File: src/dtc_pkg.sv
package dtc_pkg;
  // Host side field layout of a group's basic byte.
  localparam int GRP_LSB = 0;
  localparam int GRP_W = 3;
  localparam int FOL_LSB = 3;
  localparam int FOL_W = 5;
  localparam int NUM_GROUPS = 7;
  localparam int NUM_REL = 14;
  localparam int NUM_RD = 7;
  // First related-register index of each group, and how many it owns.
  localparam logic [3:0] REL_BASE [0:6] = '{4'h0, 4'h4, 4'h5, 4'h6, 4'h8, 4'hd, 4'hd};
  localparam logic [4:0] REL_MASK [0:6] = '{5'h0f, 5'h01, 5'h01, 5'h03, 5'h1f, 5'h00, 5'h01};
  // Related-register indices.
  localparam logic [3:0] RI_A_LO = 4'h0;
  localparam logic [3:0] RI_A_HI = 4'h1;
  localparam logic [3:0] RI_LEN_LO = 4'h2;
  localparam logic [3:0] RI_LEN_HI = 4'h3;
  localparam logic [3:0] RI_MASK = 4'h6;
  localparam logic [3:0] RI_MATCH = 4'h7;
  localparam logic [3:0] RI_B_LO = 4'h8;
  localparam logic [3:0] RI_B_HI = 4'h9;
  localparam logic [3:0] RI_INTCTL = 4'ha;
  // Basic-byte configuration bits.
  localparam int B0_DIR_A2B = 3;
  localparam int B1_A_IO = 3;
  localparam int B2_B_IO = 3;
  localparam int B3_SEARCH = 3;
  localparam int B5_RDY_HIGH = 3;
  // Interrupt control byte bits.
  localparam int IC_ON_MATCH = 0;
  localparam int IC_ON_END = 1;
  localparam int IC_PULSE = 2;
  // Commands carried in the upper nibble of group 6's basic byte.
  localparam logic [3:0] CMD_NONE = 4'h0;
  localparam logic [3:0] CMD_RESET = 4'h1;
  localparam logic [3:0] CMD_ENABLE = 4'h2;
  localparam logic [3:0] CMD_DISABLE = 4'h3;
  localparam logic [3:0] CMD_READ_INIT = 4'h4;
  localparam logic [3:0] CMD_CLR_INT = 4'h5;
  // Status byte bits.
  localparam int ST_B_READY = 0;
  localparam int ST_B_MATCH = 1;
  localparam int ST_B_END = 2;
  localparam int ST_B_BUSY = 3;
  // The fetch flag must stay low longer than this many clocks.
  localparam logic [1:0] FETCH_MIN_CLKS = 2'd2;
  localparam int FIFO_W = 8;
  localparam int FIFO_D = 16;
  typedef enum logic [2:0]
  {
    ST_IDLE = 3'b000,
    ST_REQ = 3'b001,
    ST_XFER = 3'b010,
    ST_RD = 3'b011,
    ST_WR = 3'b100,
    ST_DONE = 3'b101
  } dtc_state_t;
endpackage : dtc_pkg

File: src/dtc_top.sv
// Operation
// Long fetch flag without read/io resets.
// Power-on reset synchronised into logic.
// 21 writable, 7 readable registers.
// Bytes; 16-bit values in pairs.
// Basic byte picks following related writes.
// Readback: status, count, A, B.
// Programming: address off, data out reads.
// Owner drives control and address.
// Receive on reads, drive on writes.
// Request only when enabled and ready.
// Processor idles while bus granted.
// Pulse every 256 transferred bytes.
// Counter cleared at start, counts bytes.
// End when count equals block length.
// Pattern match may raise interrupt.
// Direction bit picks source port.
// Interrupt enable daisy chain.
// Nested interrupts by higher priority.
// Hold off while other requests.
// Keep bus until operation completes.
// Grant chain blocks lower positions.
// Software reset command.
`timescale 1ns/1ps
`default_nettype none

// Byte FIFO between the read and write halves of a transfer.
module dtc_fifo #(
  parameter int W = 8,
  parameter int D = 16
) (
  input wire logic i_mclk,
  input wire logic i_rst,
  input wire logic i_clr,
  input wire logic i_valid,
  output logic o_ready,
  input wire logic [W-1:0] i_data,
  output logic o_valid,
  input wire logic i_ready,
  output logic [W-1:0] o_data
);
  localparam int AW = $clog2(D);
  logic [W-1:0] mem [0:D-1]; // Storage.
  logic [AW-1:0] wp_q; // Write pointer.
  logic [AW-1:0] rp_q; // Read pointer.
  logic [AW:0] cnt_q; // Fill level.
  logic push;
  logic pop;
  // The level is one bit wider than the pointers, so full and empty differ.
  assign o_ready = cnt_q < (AW+1)'(D);
  assign o_valid = cnt_q != '0;
  assign push = i_valid && o_ready;
  assign pop = i_ready && o_valid;
  assign o_data = mem[rp_q];

  // Memory has no reset; only pointers and level carry state.
  always_ff @(posedge i_mclk)
  begin
    if (push)
      mem[wp_q] <= i_data;
  end

  // Pointers and level; a clear drops anything left over.
  always_ff @(posedge i_mclk or posedge i_rst)
  begin
    if (i_rst)
    begin
      wp_q <= '0;
      rp_q <= '0;
      cnt_q <= '0;
    end
    else if (i_clr)
    begin
      wp_q <= '0;
      rp_q <= '0;
      cnt_q <= '0;
    end
    else
    begin
      if (push)
        wp_q <= wp_q + 1'b1;
      if (pop)
        rp_q <= rp_q + 1'b1;
      cnt_q <= cnt_q + (AW+1)'(push) - (AW+1)'(pop);
    end
  end
endmodule : dtc_fifo

module dtc_top
  import dtc_pkg::*;
(
  input wire logic i_mclk,
  input wire logic i_rst,
  input wire logic i_ce_n,
  input wire logic i_rd_n,
  input wire logic i_wr_n,
  input wire logic i_io_request_strobe_n,
  input wire logic i_fetch_n,
  input wire logic [7:0] i_data,
  output logic [7:0] o_data,
  output logic o_data_oe_n,
  output logic [15:0] o_addr,
  output logic o_addr_oe_n,
  output logic o_rd_n,
  output logic o_wr_n,
  output logic o_mreq_n,
  output logic o_io_request_strobe_n,
  output logic o_ctl_oe_n,
  input wire logic i_ready,
  input wire logic i_bus_request_line_n,
  output logic o_bus_request_line_n,
  output logic o_bus_request_line_oe_n,
  input wire logic i_grant_in_n,
  output logic o_grant_out_n,
  input wire logic i_irq_en_in,
  output logic o_irq_en_out,
  output logic o_int_n,
  output logic o_int_oe_n
);
  dtc_state_t st_q; // Transfer sequencer.
  logic [7:0] bas_q [0:NUM_GROUPS-1]; // Basic registers.
  logic [7:0] rel_q [0:NUM_REL-1]; // Related registers.
  logic [2:0] grp_q; // Group of the last basic write.
  logic [FOL_W-1:0] pend_q; // Related writes still expected.
  logic [2:0] rptr_q; // Readback position.
  logic [15:0] cnt_q; // Byte counter.
  logic [15:0] rcnt_q; // Bytes read so far.
  logic [15:0] aadr_q; // Port A address counter.
  logic [15:0] badr_q; // Port B address counter.
  logic en_q, match_q, end_q, pulse_q, ipend_q;
  logic por_q; // Stretched power-on reset.
  logic [1:0] fcnt_q; // Fetch-low length, saturating.
  logic fetch_q; // Fetch flag one clock ago.
  logic hwr_q, hrd_q; // Host strobes one clock ago.
  logic srst; // Synchronous reset from any source.
  logic ext_rst, sw_rst;
  logic hwr_now, hrd_now, hwr_p, hrd_end;
  logic [2:0] wgrp;
  logic [3:0] cmd;
  logic rdy_ok, owner, a2b, len_hit;
  logic [15:0] len;
  logic f_ready, f_valid, f_push, f_pop;
  logic [7:0] f_dout;

  assign hwr_now = !i_ce_n && !i_io_request_strobe_n && !i_wr_n && !owner;
  assign hrd_now = !i_ce_n && !i_io_request_strobe_n && !i_rd_n && !owner;
  assign hwr_p = hwr_now && !hwr_q;
  assign hrd_end = hrd_q && !hrd_now;
  assign wgrp = i_data[GRP_LSB +: GRP_W];
  assign cmd = i_data[7:4];
  assign owner = (st_q == ST_XFER) || (st_q == ST_RD) || (st_q == ST_WR);
  assign rdy_ok = i_ready == bas_q[5][B5_RDY_HIGH];
  // source select
  assign a2b = bas_q[0][B0_DIR_A2B];
  assign len = {rel_q[RI_LEN_HI], rel_q[RI_LEN_LO]};
  // length compare
  assign len_hit = cnt_q == len;
  // fetch reset
  assign ext_rst = i_fetch_n && !fetch_q && (fcnt_q > FETCH_MIN_CLKS);
  // software reset
  assign sw_rst = hwr_p && (pend_q == '0) && (wgrp == 3'd6) && (cmd == CMD_RESET);
  assign srst = por_q || ext_rst || sw_rst;

  // Power-on reset stays set one clock after release, so the rest of the
  // logic leaves reset on a clean edge rather than on the async release.
  // synchronous power-on
  always_ff @(posedge i_mclk or posedge i_rst)
  begin
    if (i_rst)
      por_q <= 1'b1;
    else
      por_q <= 1'b0;
  end

  // Count how long the fetch flag is low with neither read nor io strobe.
  // A read or io strobe in the window disqualifies the reset.
  // fetch length
  always_ff @(posedge i_mclk or posedge i_rst)
  begin
    if (i_rst)
    begin
      fcnt_q <= '0;
      fetch_q <= 1'b1;
    end
    else
    begin
      fetch_q <= i_fetch_n;
      if (i_fetch_n || !i_rd_n || !i_io_request_strobe_n)
        fcnt_q <= '0;
      else if (fcnt_q != 2'd3)
        fcnt_q <= fcnt_q + 1'b1;
    end
  end
  // Note: ext_rst fires on the rising edge, seen as high now, low before.
  // fetch_q holds the old level; i_fetch_n high completes the edge.

  // Host strobe history for edge detection.
  always_ff @(posedge i_mclk or posedge i_rst)
  begin
    if (i_rst)
    begin
      hwr_q <= 1'b0;
      hrd_q <= 1'b0;
    end
    else
    begin
      hwr_q <= hwr_now;
      hrd_q <= hrd_now;
    end
  end

  // Register writes: a basic byte names its group and which related
  // registers follow; those are then taken in ascending order.
  // register file
  // group sequencing
  always_ff @(posedge i_mclk or posedge i_rst)
  begin
    if (i_rst)
    begin
      grp_q <= '0;
      pend_q <= '0;
      for (int i = 0; i < NUM_GROUPS; i++)
        bas_q[i] <= 8'h00;
      for (int i = 0; i < NUM_REL; i++)
        rel_q[i] <= 8'h00;
    end
    else if (srst)
    begin
      grp_q <= '0;
      pend_q <= '0;
    end
    else if (hwr_p)
    begin
      if (pend_q == '0)
      begin
        bas_q[wgrp] <= i_data;
        grp_q <= wgrp;
        pend_q <= i_data[FOL_LSB +: FOL_W] & REL_MASK[wgrp];
      end
      else
      begin
        // Lowest pending slot first; a 16-bit value takes two slots, low byte first.
        // byte pairs
        for (int k = FOL_W - 1; k >= 0; k--)
        begin
          if (pend_q[k])
            rel_q[REL_BASE[grp_q] + 4'(k)] <= i_data;
        end
        pend_q <= pend_q & (pend_q - 1'b1);
      end
    end
  end

  // Readback pointer walks the seven status bytes and wraps.
  // readback order
  always_ff @(posedge i_mclk or posedge i_rst)
  begin
    if (i_rst)
      rptr_q <= '0;
    else if (srst)
      rptr_q <= '0;
    else if (hwr_p && pend_q == '0 && wgrp == 3'd6 && cmd == CMD_READ_INIT)
      rptr_q <= '0;
    else if (hrd_end)
      rptr_q <= (rptr_q == 3'(NUM_RD - 1)) ? 3'd0 : rptr_q + 1'b1;
  end

  // Enable flag: set and cleared by command, dropped at block end.
  always_ff @(posedge i_mclk or posedge i_rst)
  begin
    if (i_rst)
      en_q <= 1'b0;
    else if (srst)
      en_q <= 1'b0;
    else if (hwr_p && pend_q == '0 && wgrp == 3'd6 && cmd == CMD_ENABLE)
      en_q <= 1'b1;
    else if (st_q == ST_DONE
             || (hwr_p && pend_q == '0 && wgrp == 3'd6 && cmd == CMD_DISABLE))
      en_q <= 1'b0;
  end

  // Transfer sequencer. The bus is held from grant until the block ends;
  // nothing but reset takes it away. Reads fill the FIFO while it has room
  // and the peripheral is ready; writes drain it.
  always_ff @(posedge i_mclk or posedge i_rst)
  begin
    if (i_rst)
      st_q <= ST_IDLE;
    else if (srst)
      st_q <= ST_IDLE;
    else
    begin
      case (st_q)
        ST_IDLE:
          // request conditions
          // wait for other
          if (en_q && rdy_ok && i_bus_request_line_n)
            st_q <= ST_REQ;
        ST_REQ:
          if (!en_q)
            st_q <= ST_IDLE;
          else if (!i_grant_in_n)
            st_q <= ST_XFER;
        ST_XFER:
          // hold until done
          if (len_hit && !f_valid)
            st_q <= ST_DONE;
          else if (rcnt_q != len && f_ready && rdy_ok)
            st_q <= ST_RD;
          else if (f_valid)
            st_q <= ST_WR;
        ST_RD: st_q <= ST_XFER;
        ST_WR: st_q <= ST_XFER;
        ST_DONE: st_q <= ST_IDLE;
        default: st_q <= ST_IDLE;
      endcase
    end
  end

  // Counters and address pointers. The source advances on reads, the
  // destination on writes; the byte counter counts completed writes.
  // byte counter
  always_ff @(posedge i_mclk or posedge i_rst)
  begin
    if (i_rst)
    begin
      cnt_q <= '0;
      rcnt_q <= '0;
      aadr_q <= '0;
      badr_q <= '0;
    end
    else if (srst)
    begin
      cnt_q <= '0;
      rcnt_q <= '0;
    end
    else if (st_q == ST_REQ && !i_grant_in_n)
    begin
      cnt_q <= '0;
      rcnt_q <= '0;
      aadr_q <= {rel_q[RI_A_HI], rel_q[RI_A_LO]};
      badr_q <= {rel_q[RI_B_HI], rel_q[RI_B_LO]};
    end
    else if (st_q == ST_RD)
    begin
      rcnt_q <= rcnt_q + 1'b1;
      if (a2b)
        aadr_q <= aadr_q + 1'b1;
      else
        badr_q <= badr_q + 1'b1;
    end
    else if (st_q == ST_WR)
    begin
      cnt_q <= cnt_q + 1'b1;
      if (a2b)
        badr_q <= badr_q + 1'b1;
      else
        aadr_q <= aadr_q + 1'b1;
    end
  end

  // Byte FIFO: reads push the sampled bus, writes pop the head.
  assign f_push = st_q == ST_RD;
  assign f_pop = st_q == ST_XFER && !(rcnt_q != len && f_ready && rdy_ok)
                 && f_valid && !(len_hit && !f_valid);

  dtc_fifo #(
    .W(FIFO_W),
    .D(FIFO_D)
  ) u_fifo (
    .i_mclk(i_mclk),
    .i_rst(i_rst),
    .i_clr(srst),
    .i_valid(f_push),
    .o_ready(f_ready),
    .i_data(i_data),
    .o_valid(f_valid),
    .i_ready(f_pop),
    .o_data(f_dout)
  );

  // Status flags. A new event wins over a clear in the same cycle.
  // match detect
  always_ff @(posedge i_mclk or posedge i_rst)
  begin
    if (i_rst)
    begin
      match_q <= 1'b0;
      end_q <= 1'b0;
      ipend_q <= 1'b0;
    end
    else if (srst)
    begin
      match_q <= 1'b0;
      end_q <= 1'b0;
      ipend_q <= 1'b0;
    end
    else
    begin
      if (f_push && bas_q[3][B3_SEARCH]
          && ((i_data | rel_q[RI_MASK]) == (rel_q[RI_MATCH] | rel_q[RI_MASK])))
      begin
        match_q <= 1'b1;
        if (rel_q[RI_INTCTL][IC_ON_MATCH])
          ipend_q <= 1'b1;
      end
      else if (st_q == ST_DONE)
      begin
        end_q <= 1'b1;
        if (rel_q[RI_INTCTL][IC_ON_END])
          ipend_q <= 1'b1;
      end
      else if (hwr_p && pend_q == '0 && wgrp == 3'd6 && cmd == CMD_CLR_INT)
      begin
        ipend_q <= 1'b0;
        match_q <= 1'b0;
        end_q <= 1'b0;
      end
    end
  end

  // One-clock pulse each time the byte counter crosses a 256 boundary.
  // 256-byte pulse
  always_ff @(posedge i_mclk or posedge i_rst)
  begin
    if (i_rst)
      pulse_q <= 1'b0;
    else
      pulse_q <= !srst && st_q == ST_WR && cnt_q[7:0] == 8'hff
                 && rel_q[RI_INTCTL][IC_PULSE];
  end

  // Interrupt pin and enable chain. A pending interrupt blocks lower
  // devices; once cleared, the chain reopens so nesting works.
  // interrupt chain
  // nesting allowed
  always_ff @(posedge i_mclk or posedge i_rst)
  begin
    if (i_rst)
    begin
      o_int_n <= 1'b0;
      o_int_oe_n <= 1'b1;
      o_irq_en_out <= 1'b0;
    end
    else
    begin
      o_int_n <= 1'b0;
      o_int_oe_n <= !((ipend_q && i_irq_en_in) || pulse_q);
      o_irq_en_out <= i_irq_en_in && !ipend_q;
    end
  end

  // Bus request and grant chain; a device that requests keeps the grant.
  // grant chain
  always_ff @(posedge i_mclk or posedge i_rst)
  begin
    if (i_rst)
    begin
      o_bus_request_line_n <= 1'b0;
      o_bus_request_line_oe_n <= 1'b1;
      o_grant_out_n <= 1'b1;
    end
    else
    begin
      o_bus_request_line_n <= 1'b0;
      o_bus_request_line_oe_n <= !(st_q == ST_REQ || owner) || srst;
      o_grant_out_n <= i_grant_in_n || st_q != ST_IDLE;
    end
  end

  // Bus pins: address and control only while owning the bus.
  // programming direction
  // owner drives
  // data direction
  always_ff @(posedge i_mclk or posedge i_rst)
  begin
    if (i_rst)
    begin
      o_addr <= '0;
      o_addr_oe_n <= 1'b1;
      o_ctl_oe_n <= 1'b1;
      o_rd_n <= 1'b1;
      o_wr_n <= 1'b1;
      o_mreq_n <= 1'b1;
      o_io_request_strobe_n <= 1'b1;
      o_data <= '0;
      o_data_oe_n <= 1'b1;
    end
    else
    begin
      o_addr_oe_n <= 1'b1;
      o_ctl_oe_n <= 1'b1;
      o_rd_n <= 1'b1;
      o_wr_n <= 1'b1;
      o_mreq_n <= 1'b1;
      o_io_request_strobe_n <= 1'b1;
      o_data_oe_n <= 1'b1;
      // Drivers stay on for the whole ownership, so the bus never floats
      // between the access cycles of one block.
      if (owner && !srst)
      begin
        o_addr_oe_n <= 1'b0;
        o_ctl_oe_n <= 1'b0;
      end
      if (st_q == ST_XFER && !srst)
      begin
        if (rcnt_q != len && f_ready && rdy_ok && !(len_hit && !f_valid))
        begin
          o_addr <= a2b ? aadr_q : badr_q;
          o_rd_n <= 1'b0;
          o_io_request_strobe_n <= !(a2b ? bas_q[1][B1_A_IO] : bas_q[2][B2_B_IO]);
          o_mreq_n <= a2b ? bas_q[1][B1_A_IO] : bas_q[2][B2_B_IO];
        end
        else if (f_pop)
        begin
          o_addr <= a2b ? badr_q : aadr_q;
          o_wr_n <= 1'b0;
          o_io_request_strobe_n <= !(a2b ? bas_q[2][B2_B_IO] : bas_q[1][B1_A_IO]);
          o_mreq_n <= a2b ? bas_q[2][B2_B_IO] : bas_q[1][B1_A_IO];
          o_data <= f_dout;
          o_data_oe_n <= 1'b0;
        end
      end
      else if (hrd_now)
      begin
        o_data_oe_n <= 1'b0;
        case (rptr_q)
          3'd0: o_data <= {4'h0, ipend_q, end_q, match_q, i_ready};
          3'd1: o_data <= cnt_q[7:0];
          3'd2: o_data <= cnt_q[15:8];
          3'd3: o_data <= aadr_q[7:0];
          3'd4: o_data <= aadr_q[15:8];
          3'd5: o_data <= badr_q[7:0];
          3'd6: o_data <= badr_q[15:8];
          default: o_data <= 8'h00;
        endcase
      end
    end
  end

  property p_req;
    @(posedge i_mclk) disable iff (i_rst)
    $fell(o_bus_request_line_oe_n) |-> $past(en_q, 2);
  endproperty
  a_req: assert property (p_req)
    else $error("bus requested without enable");
  property p_rd_drive;
    @(posedge i_mclk) disable iff (i_rst)
    !o_rd_n |-> !o_addr_oe_n && !o_ctl_oe_n && o_data_oe_n;
  endproperty
  a_rd_drive: assert property (p_rd_drive)
    else $error("read cycle without bus drive");
  property p_wr_data;
    @(posedge i_mclk) disable iff (i_rst)
    !o_wr_n |-> !o_data_oe_n && !o_addr_oe_n;
  endproperty
  a_wr_data: assert property (p_wr_data)
    else $error("write cycle without data drive");
  property p_prog;
    @(posedge i_mclk) disable iff (i_rst)
    (st_q == ST_IDLE) |=> o_addr_oe_n;
  endproperty
  a_prog: assert property (p_prog)
    else $error("address driven while idle");
  property p_cnt_clr;
    @(posedge i_mclk) disable iff (i_rst)
    (st_q == ST_REQ && !i_grant_in_n && !srst) |=> (cnt_q == 16'h0000);
  endproperty
  a_cnt_clr: assert property (p_cnt_clr)
    else $error("byte counter not cleared at start");
  property p_end;
    @(posedge i_mclk) disable iff (i_rst)
    (st_q == ST_XFER && len_hit && !f_valid && !srst) |=> st_q == ST_DONE ##1 !en_q;
  endproperty
  a_end: assert property (p_end)
    else $error("block end missed");
  property p_hold;
    @(posedge i_mclk) disable iff (i_rst)
    (st_q == ST_IDLE && !i_bus_request_line_n) |=> st_q != ST_REQ;
  endproperty
  a_hold: assert property (p_hold)
    else $error("requested while bus held by another");
  property p_chain;
    @(posedge i_mclk) disable iff (i_rst)
    (st_q == ST_REQ) |=> o_grant_out_n;
  endproperty
  a_chain: assert property (p_chain)
    else $error("grant passed on while requesting");
  property p_ext;
    @(posedge i_mclk) disable iff (i_rst)
    ext_rst |=> !en_q && st_q == ST_IDLE;
  endproperty
  a_ext: assert property (p_ext)
    else $error("fetch reset had no effect");
endmodule : dtc_top
`default_nettype wire

File: config.mk
export PLATFORM = sky130hd
export DESIGN_NAME = dtc_top
export DESIGN_NICKNAME = d
export VERILOG_FILES = /design/src/dtc_pkg.sv /design/src/dtc_top.sv
export SDC_FILE = /design/constraint.sdc
export NUM_CORES = 1
export LEC_CHECK = 0
export BUFFER_PORTS_ARGS = -buffer_cell sky130_fd_sc_hd__buf_2
export CAP_MARGIN = 20
export CORE_MARGIN = 3
export CORE_UTILIZATION = 58
export CTS_CLUSTER_SIZE = 40
export DETAILED_ROUTE_END_ITERATION = 6
export PLACE_DENSITY = 0.77
export SETUP_SLACK_MARGIN = 0.2
export SLEW_MARGIN = 20
export SYNTH_ARGS = -nofsm -noshare
export SYNTH_HDL_FRONTEND = slang
export SYNTH_SLANG_ARGS = --single-unit
File: constraint.sdc
create_clock -name i_mclk -period 9.1 [get_ports i_mclk]
set_input_delay 0.91 -clock i_mclk [delete_from_list [all_inputs] [get_ports i_mclk]]
set_output_delay 0.91 -clock i_mclk [all_outputs]
set_load 0.01 [all_outputs]
* Yosys cells after proc, flatten, opt, wreduce, memory -nomap -nowiden
Memory sizes are Yosys's and may differ from the RTL's.
Index checks and enable logic that the tools add are counted.
** Cells by class
- $add $sub $neg :: 15
- $lt $le $gt $ge :: 15
- Eq/ne operators :: 36
- Multiplexer cells :: 123
- Bitwise operators :: 13
- Reduce and logical (&&, ||, !) cells :: 106
** Operator list (count)
- $mux 112 :: 17
- $bwmux 112 :: 5
- $mux 16 :: 21
- $demux 8 s4 :: 5
- $mux 8 :: 10
- $add 16x1->16 const B :: 4
- $bwmux 56 :: 1
- $pmux 8 s7 :: 1
- $logic_and 1x1->1 :: 43
- $mux 3 :: 14
- $mux 1 :: 33
- $mux 5 :: 6
- $reduce_bool 3->1 :: 9
- $ge 5x5->1 const B :: 5
- $lt 5x1->1 const B :: 5
- $not 4->5 :: 5
- $demux 8 s3 :: 1
- $mux 4 :: 6
- $eq 3x3->1 const B :: 6
- $logic_not 1->1 :: 18
- $eq 16x16->1 :: 1
- $ne 16x16->1 :: 1
- $or 8x8->8 :: 2
- $reduce_and 3->1 :: 5
- 42 further kinds :: 84
** Storage, ports and cells
- Register bits :: 304
- Memory bits (writable) :: 128
- Bits in read-only memories :: 72
- Bits of input ports :: 19
- Output and inout bits :: 37
- Word-level logic and storage cells :: 365
- Memories kept :: 3
** Memories
- u_fifo.mem :: words 16, width 8, rd ports 1, clocked after memory_dff 0, wr ports 1, line dtc_top.sv:43 : logic [W-1:0] mem [0:D-1];
- (name not given) :: words 8, width 5, rd ports 1, clocked after memory_dff 0, wr ports 0, line dtc_top.sv:238 : pend_q <= i_data[FOL_LSB +: FOL_W] & REL_MASK[wgrp];
- (name not given) :: words 8, width 4, rd ports 1, clocked after memory_dff 0, wr ports 0, line dtc_top.sv:247 : rel_q[REL_BASE[grp_q] + 4'(k)] <= i_data;

* Depth between registers and ports, before layout
- Depth in word-level cells :: 32
- Mapped depth :: 14
- Gate-level depth less buffers :: 13

* Modules after synthesis
From an unflattened synthesis, not the netlist that was laid out.
** Second synthesis, totals
- Cells, all modules :: 1409
- Area total of the unflattened synthesis :: 16159.2 µm²
** By module, submodules not included
- dtc_top :: instances 1, cells an instance 1075, area each 10308.6 µm², seq. area each 4893.4 µm²
- dtc_fifo :: instances 1, cells an instance 334, area each 5850.6 µm², seq. area each 4169.0 µm²

* Worst setup path after synthesis
OpenSTA, ideal clock, no wires.
- Kind :: input-to-reg
- From :: input i_ready
- To :: register u_fifo.cnt_q[4]
- Library setup time :: 132 ps
- Data arrival time :: 3157 ps
- Required time :: 8968 ps
- Slack :: 5811 ps
- Stages :: 12
- Path buffers :: 0
- Path through :: xnor2_1 nor2b_1 a2111oi_4 ha_1 inv_1 ha_1 fa_1 a21oi_1 nor2_1 nor2_1 xnor2_1 nor2_1
** On the way
- Cells in the longest elaborated chain, start to end :: 9
** Ends and longest elaborated chain
- start, declared :: line dtc_top.sv:109 : input wire logic i_ready,
- $eq 1x1->1 :: line dtc_top.sv:152 : assign rdy_ok = i_ready == bas_q[5][B5_RDY_HIGH];
- $logic_and 1x1->1 :: line dtc_top.sv:364 : assign f_pop = st_q == ST_XFER && !(rcnt_q != len && f_ready && rdy_ok)
- $logic_not 1->1 :: line dtc_top.sv:364
- $logic_and 1x1->1 :: line dtc_top.sv:364
- $logic_and 1x1->1 (2 in a row) :: line dtc_top.sv:365 : && f_valid && !(len_hit && !f_valid);
- $logic_and 1x1->1 :: line dtc_top.sv:53 : assign pop = i_ready && o_valid;
- $sub 5x1->5 :: line dtc_top.sv:84 : cnt_q <= cnt_q + (AW+1)'(push) - (AW+1)'(pop);
- $mux 5 :: line dtc_top.sv:72 : else if (i_clr)
- end signal, assigned :: line dtc_top.sv:84
- end, declared :: line dtc_top.sv:46 : logic [AW:0] cnt_q;
No other way between the ends.
A chain may end at the register's enable or synchronous reset.

* Worst setup path in the final report
- From :: register rcnt_q[12]
- To :: register u_fifo.cnt_q[4]
** On the way
- Cells in the longest elaborated chain, start to end :: 10
** Ends and longest elaborated chain
- start, declared :: line dtc_top.sv:127 : logic [15:0] rcnt_q;
- start signal, assigned :: line dtc_top.sv:346 : rcnt_q <= rcnt_q + 1'b1;
- $ne 16x16->1 :: line dtc_top.sv:364
- $logic_and 1x1->1 (2 in a row) :: line dtc_top.sv:364
- $logic_not 1->1 :: line dtc_top.sv:364
- $logic_and 1x1->1 :: line dtc_top.sv:364
- $logic_and 1x1->1 (2 in a row) :: line dtc_top.sv:365
- $logic_and 1x1->1 :: line dtc_top.sv:53
- $sub 5x1->5 :: line dtc_top.sv:84
- $mux 5 :: line dtc_top.sv:72
No other way between the ends.

==> metrics <==
outcome=finished clean; RSZ-0062 raised after global routing=no; flops & latches, synth=336; relative slew slack=25.7%; CP endpoint kind=flop; WL/cell=22.9 um; layout cell share with drive strength beyond 1=23.3%; Int Power=2.58 mW; crit path from=rcnt_q[12]; Ant. Diodes=0; initial antenna violation count=1; Die ar.=29500 sq um; syn avg cell area=12.7 sq um; Post-synth ARST share=61.9%; Worst Path Max Fanout=8; share of power burned in registers=49.7%; Final Skew=0.0112 ns; largest net degree at the start of global routing=131; CTS clk-pin slew, worst paths=0.06 ns; Reg-to-Reg Start=rcnt_q[12]; post-synthesis cell area=15900 sq um; Psw=0.708 mW; Post-synth top flop=dfrtp_1; TritonRoute pass-1 iters=6; final setup violation count=0; Worst-Margin Slew=1.11 ns; IO Port Bufs=53; I/O pin cnt=56; die height=172 um; Routed Wire Length=38000 um; Worst R2R Setup Slack=5.43 ns; Die W=172 um; FF-to-FF End=u_fifo.cnt_q[4]; final hold violations=0; Core Footprint=27000 sq um; clock root buffer=clkbuf_16; post-synth top area cell=dfrtp_1; Slew Viols, Final=0; setup TNS=0 ns; Synth area leaders=dfrtp_1, edfxtp_1, mux2_2, mux4_2, xor2_1; FMAX=272 MHz; Clock Latency Late Sink=0.51 ns; Vias/cell=6.32; placer's final routability congestion estimate=0.903; Post-CTS Setup Bufs=0; worst path arrival time=4.02 ns; WS Path Type=reg -> reg; most common cell after layout, fill and taps aside=dfrtp_1; Final ANT Viol Nets=0; Max clock buf depth=3; number of remaining DRC errors=0; # Max-Cap Violations=0; Worst VDD drop=0.0951 mV; leakage=7.43 nW; most frequent cells in the layout=dfrtp_1, edfxtp_1, nor2_1, mux2_2, nand2_1; Via Count=10487; Sw Ratio=21.5%; final hold slack=0.361 ns; Setup crit end=u_fifo.cnt_q[4]; Power per Cell Area=186 nW/um^2; DP Wirelength=24400 um; period utilization=40.4%; CP startpoint kind=flop; Tot GR Track Use=26.3%; First DRT Iteration DRCs=1080; CTS tree=yes; FP Rows=60; TritonCTS Buffers=36; Area Overhead vs Synth=10.9%; synthesized instance count=1254; nets@finish=1338; Gate power share=4.8%; Yosys warning count=0; H-tree depth=2; post-layout min period=3.67 ns; initial core utilization=59.0%; reg2reg path depth=13; worst min path class=reg -> reg; CTS sink count=336; post-synth cell types=74; first-pass GRT wire length=59900 um; CTS resizes=0; global route overflow=0; vias in the first global route=10442; clock share of power=45.4%; sequential share of the synthesized area=56.8%; hold_buf cts=0; post-synth top area share=30.9%; Req. time, crit path=9.45 ns; number of flops mapped to enable cells by yosys=128
Yosys cell counts (all sizes together), types with 3 or more instances:
master,n
a221o,5
ha,21
edfxtp,128
a32oi,6
o21ai,58
nand3,36
buf,25
mux2,112
a2bb2oi,8
a22oi,8
clkbuf,40
nand3b,5
nor2b,7
nand2,70
nand2b,13
a211oi,3
and2,17
inv,31
xor2,57
nor4,15
nor3,13
a221oi,4
dfrtp,197
o22ai,13
dfstp,11
mux4,42
a21oi,61
nor3b,6
or3,7
mux2i,22
a31oi,7
nand4,14
o31ai,3
xnor2,25
and3,19
nor2,118
flip-flops by register name, summed over array words and instances (netlist names), 4 cells and up:
register,count
rel_q,51
badr_q,16
pend_q,5
bas_q,4
u_fifo.mem,128
u_fifo.rp_q,4
o_data,8
rcnt_q,16
u_fifo.wp_q,4
len,16
o_addr,16
u_fifo.cnt_q,5
cnt_q,16
aadr_q,16
kinds of logic after synthesis:
kind of cell / count (synthesis) / share of synthesized area [%]
AOI/OAI and AO/OA: 192 / 7.74
DFF: 336 / 56.8
other: 1 / 0.0235
adders and majority gates: 22 / 1.77
muxes: 176 / 15.4
xor gates and xnor gates: 82 / 4.55
and+or+nand+nor: 349 / 11.0
buffers and inverters: 96 / 2.68
worst min-delay path by stage:
stage / start / endpoint / slack (ns) / cells past startpoint
final: pulse_q / o_int_oe_n / 0.36 / 1
after global routing: pulse_q / o_int_oe_n / 0.39 / 1
after CTS: pulse_q / o_int_oe_n / 0.36 / 1
after detailed placement: pulse_q / o_int_oe_n / 0.35 / 1
after global placement: pulse_q / o_int_oe_n / 0.34 / 1
after floorplan: pulse_q / o_int_oe_n / 0.34 / 1
metal layers:
layer  vias up  global-route usage [%]  wire length [um]
li1       4668                       -                 -
met1      5297                    38.0             16100
met2       453                    42.4             18300
met3        67                    5.06              3010
met4         2                    5.55               628
met5         -                       0                13
cell type report:
type	count	area [sq um]
clock buffer	45	976
sequential	336	9060
clock inverter	14	223
fill	1932	9340
timing repair buffer	68	398
tap	341	427
inverter	31	124
multi-input combinational	824	6480
stage by stage:
stage / setup slack (ns) / power, mW / util (%) / area, sq um / instances
floorplan: 2.53 / 1.75 / - / 16000 / 1256
finish: 5.43 / 3.29 / 65.5 / 17700 / 1659
global placement: 5.25 / 1.82 / 60.9 / 16500 / 1598
global route: 5.27 / 3.39 / 65.5 / 17700 / 1659
CTS: 5.41 / 3.31 / 65.3 / 17700 / 1657
detailed placement: 5.17 / 1.82 / 60.9 / 16500 / 1598
worst max-delay path, stage by stage (launching register included):
cell and delay, ns:
dfrtp_1 0.42, xor2_1 0.18, nor4_1 0.35, nand4_1 0.32
a2111oi_4 0.81, ha_1 0.22, inv_1 0.04, ha_1 0.21
fa_1 0.40, a21oi_1 0.16, nor2_1 0.05, nor2_1 0.14
xnor2_1 0.15, nor2_1 0.07
power groups by stage:
stage | logic, mW | registers (mW) | clock network, mW
CTS | 0.160 | 1.63 | 1.52
finish | 0.159 | 1.63 | 1.49
floorplan | 0.103 | 1.65 | 0
global route | 0.177 | 1.64 | 1.58
global placement | 0.155 | 1.66 | 0
detailed placement | 0.159 | 1.66 | 0
Power figures use the tool's default switching activity.
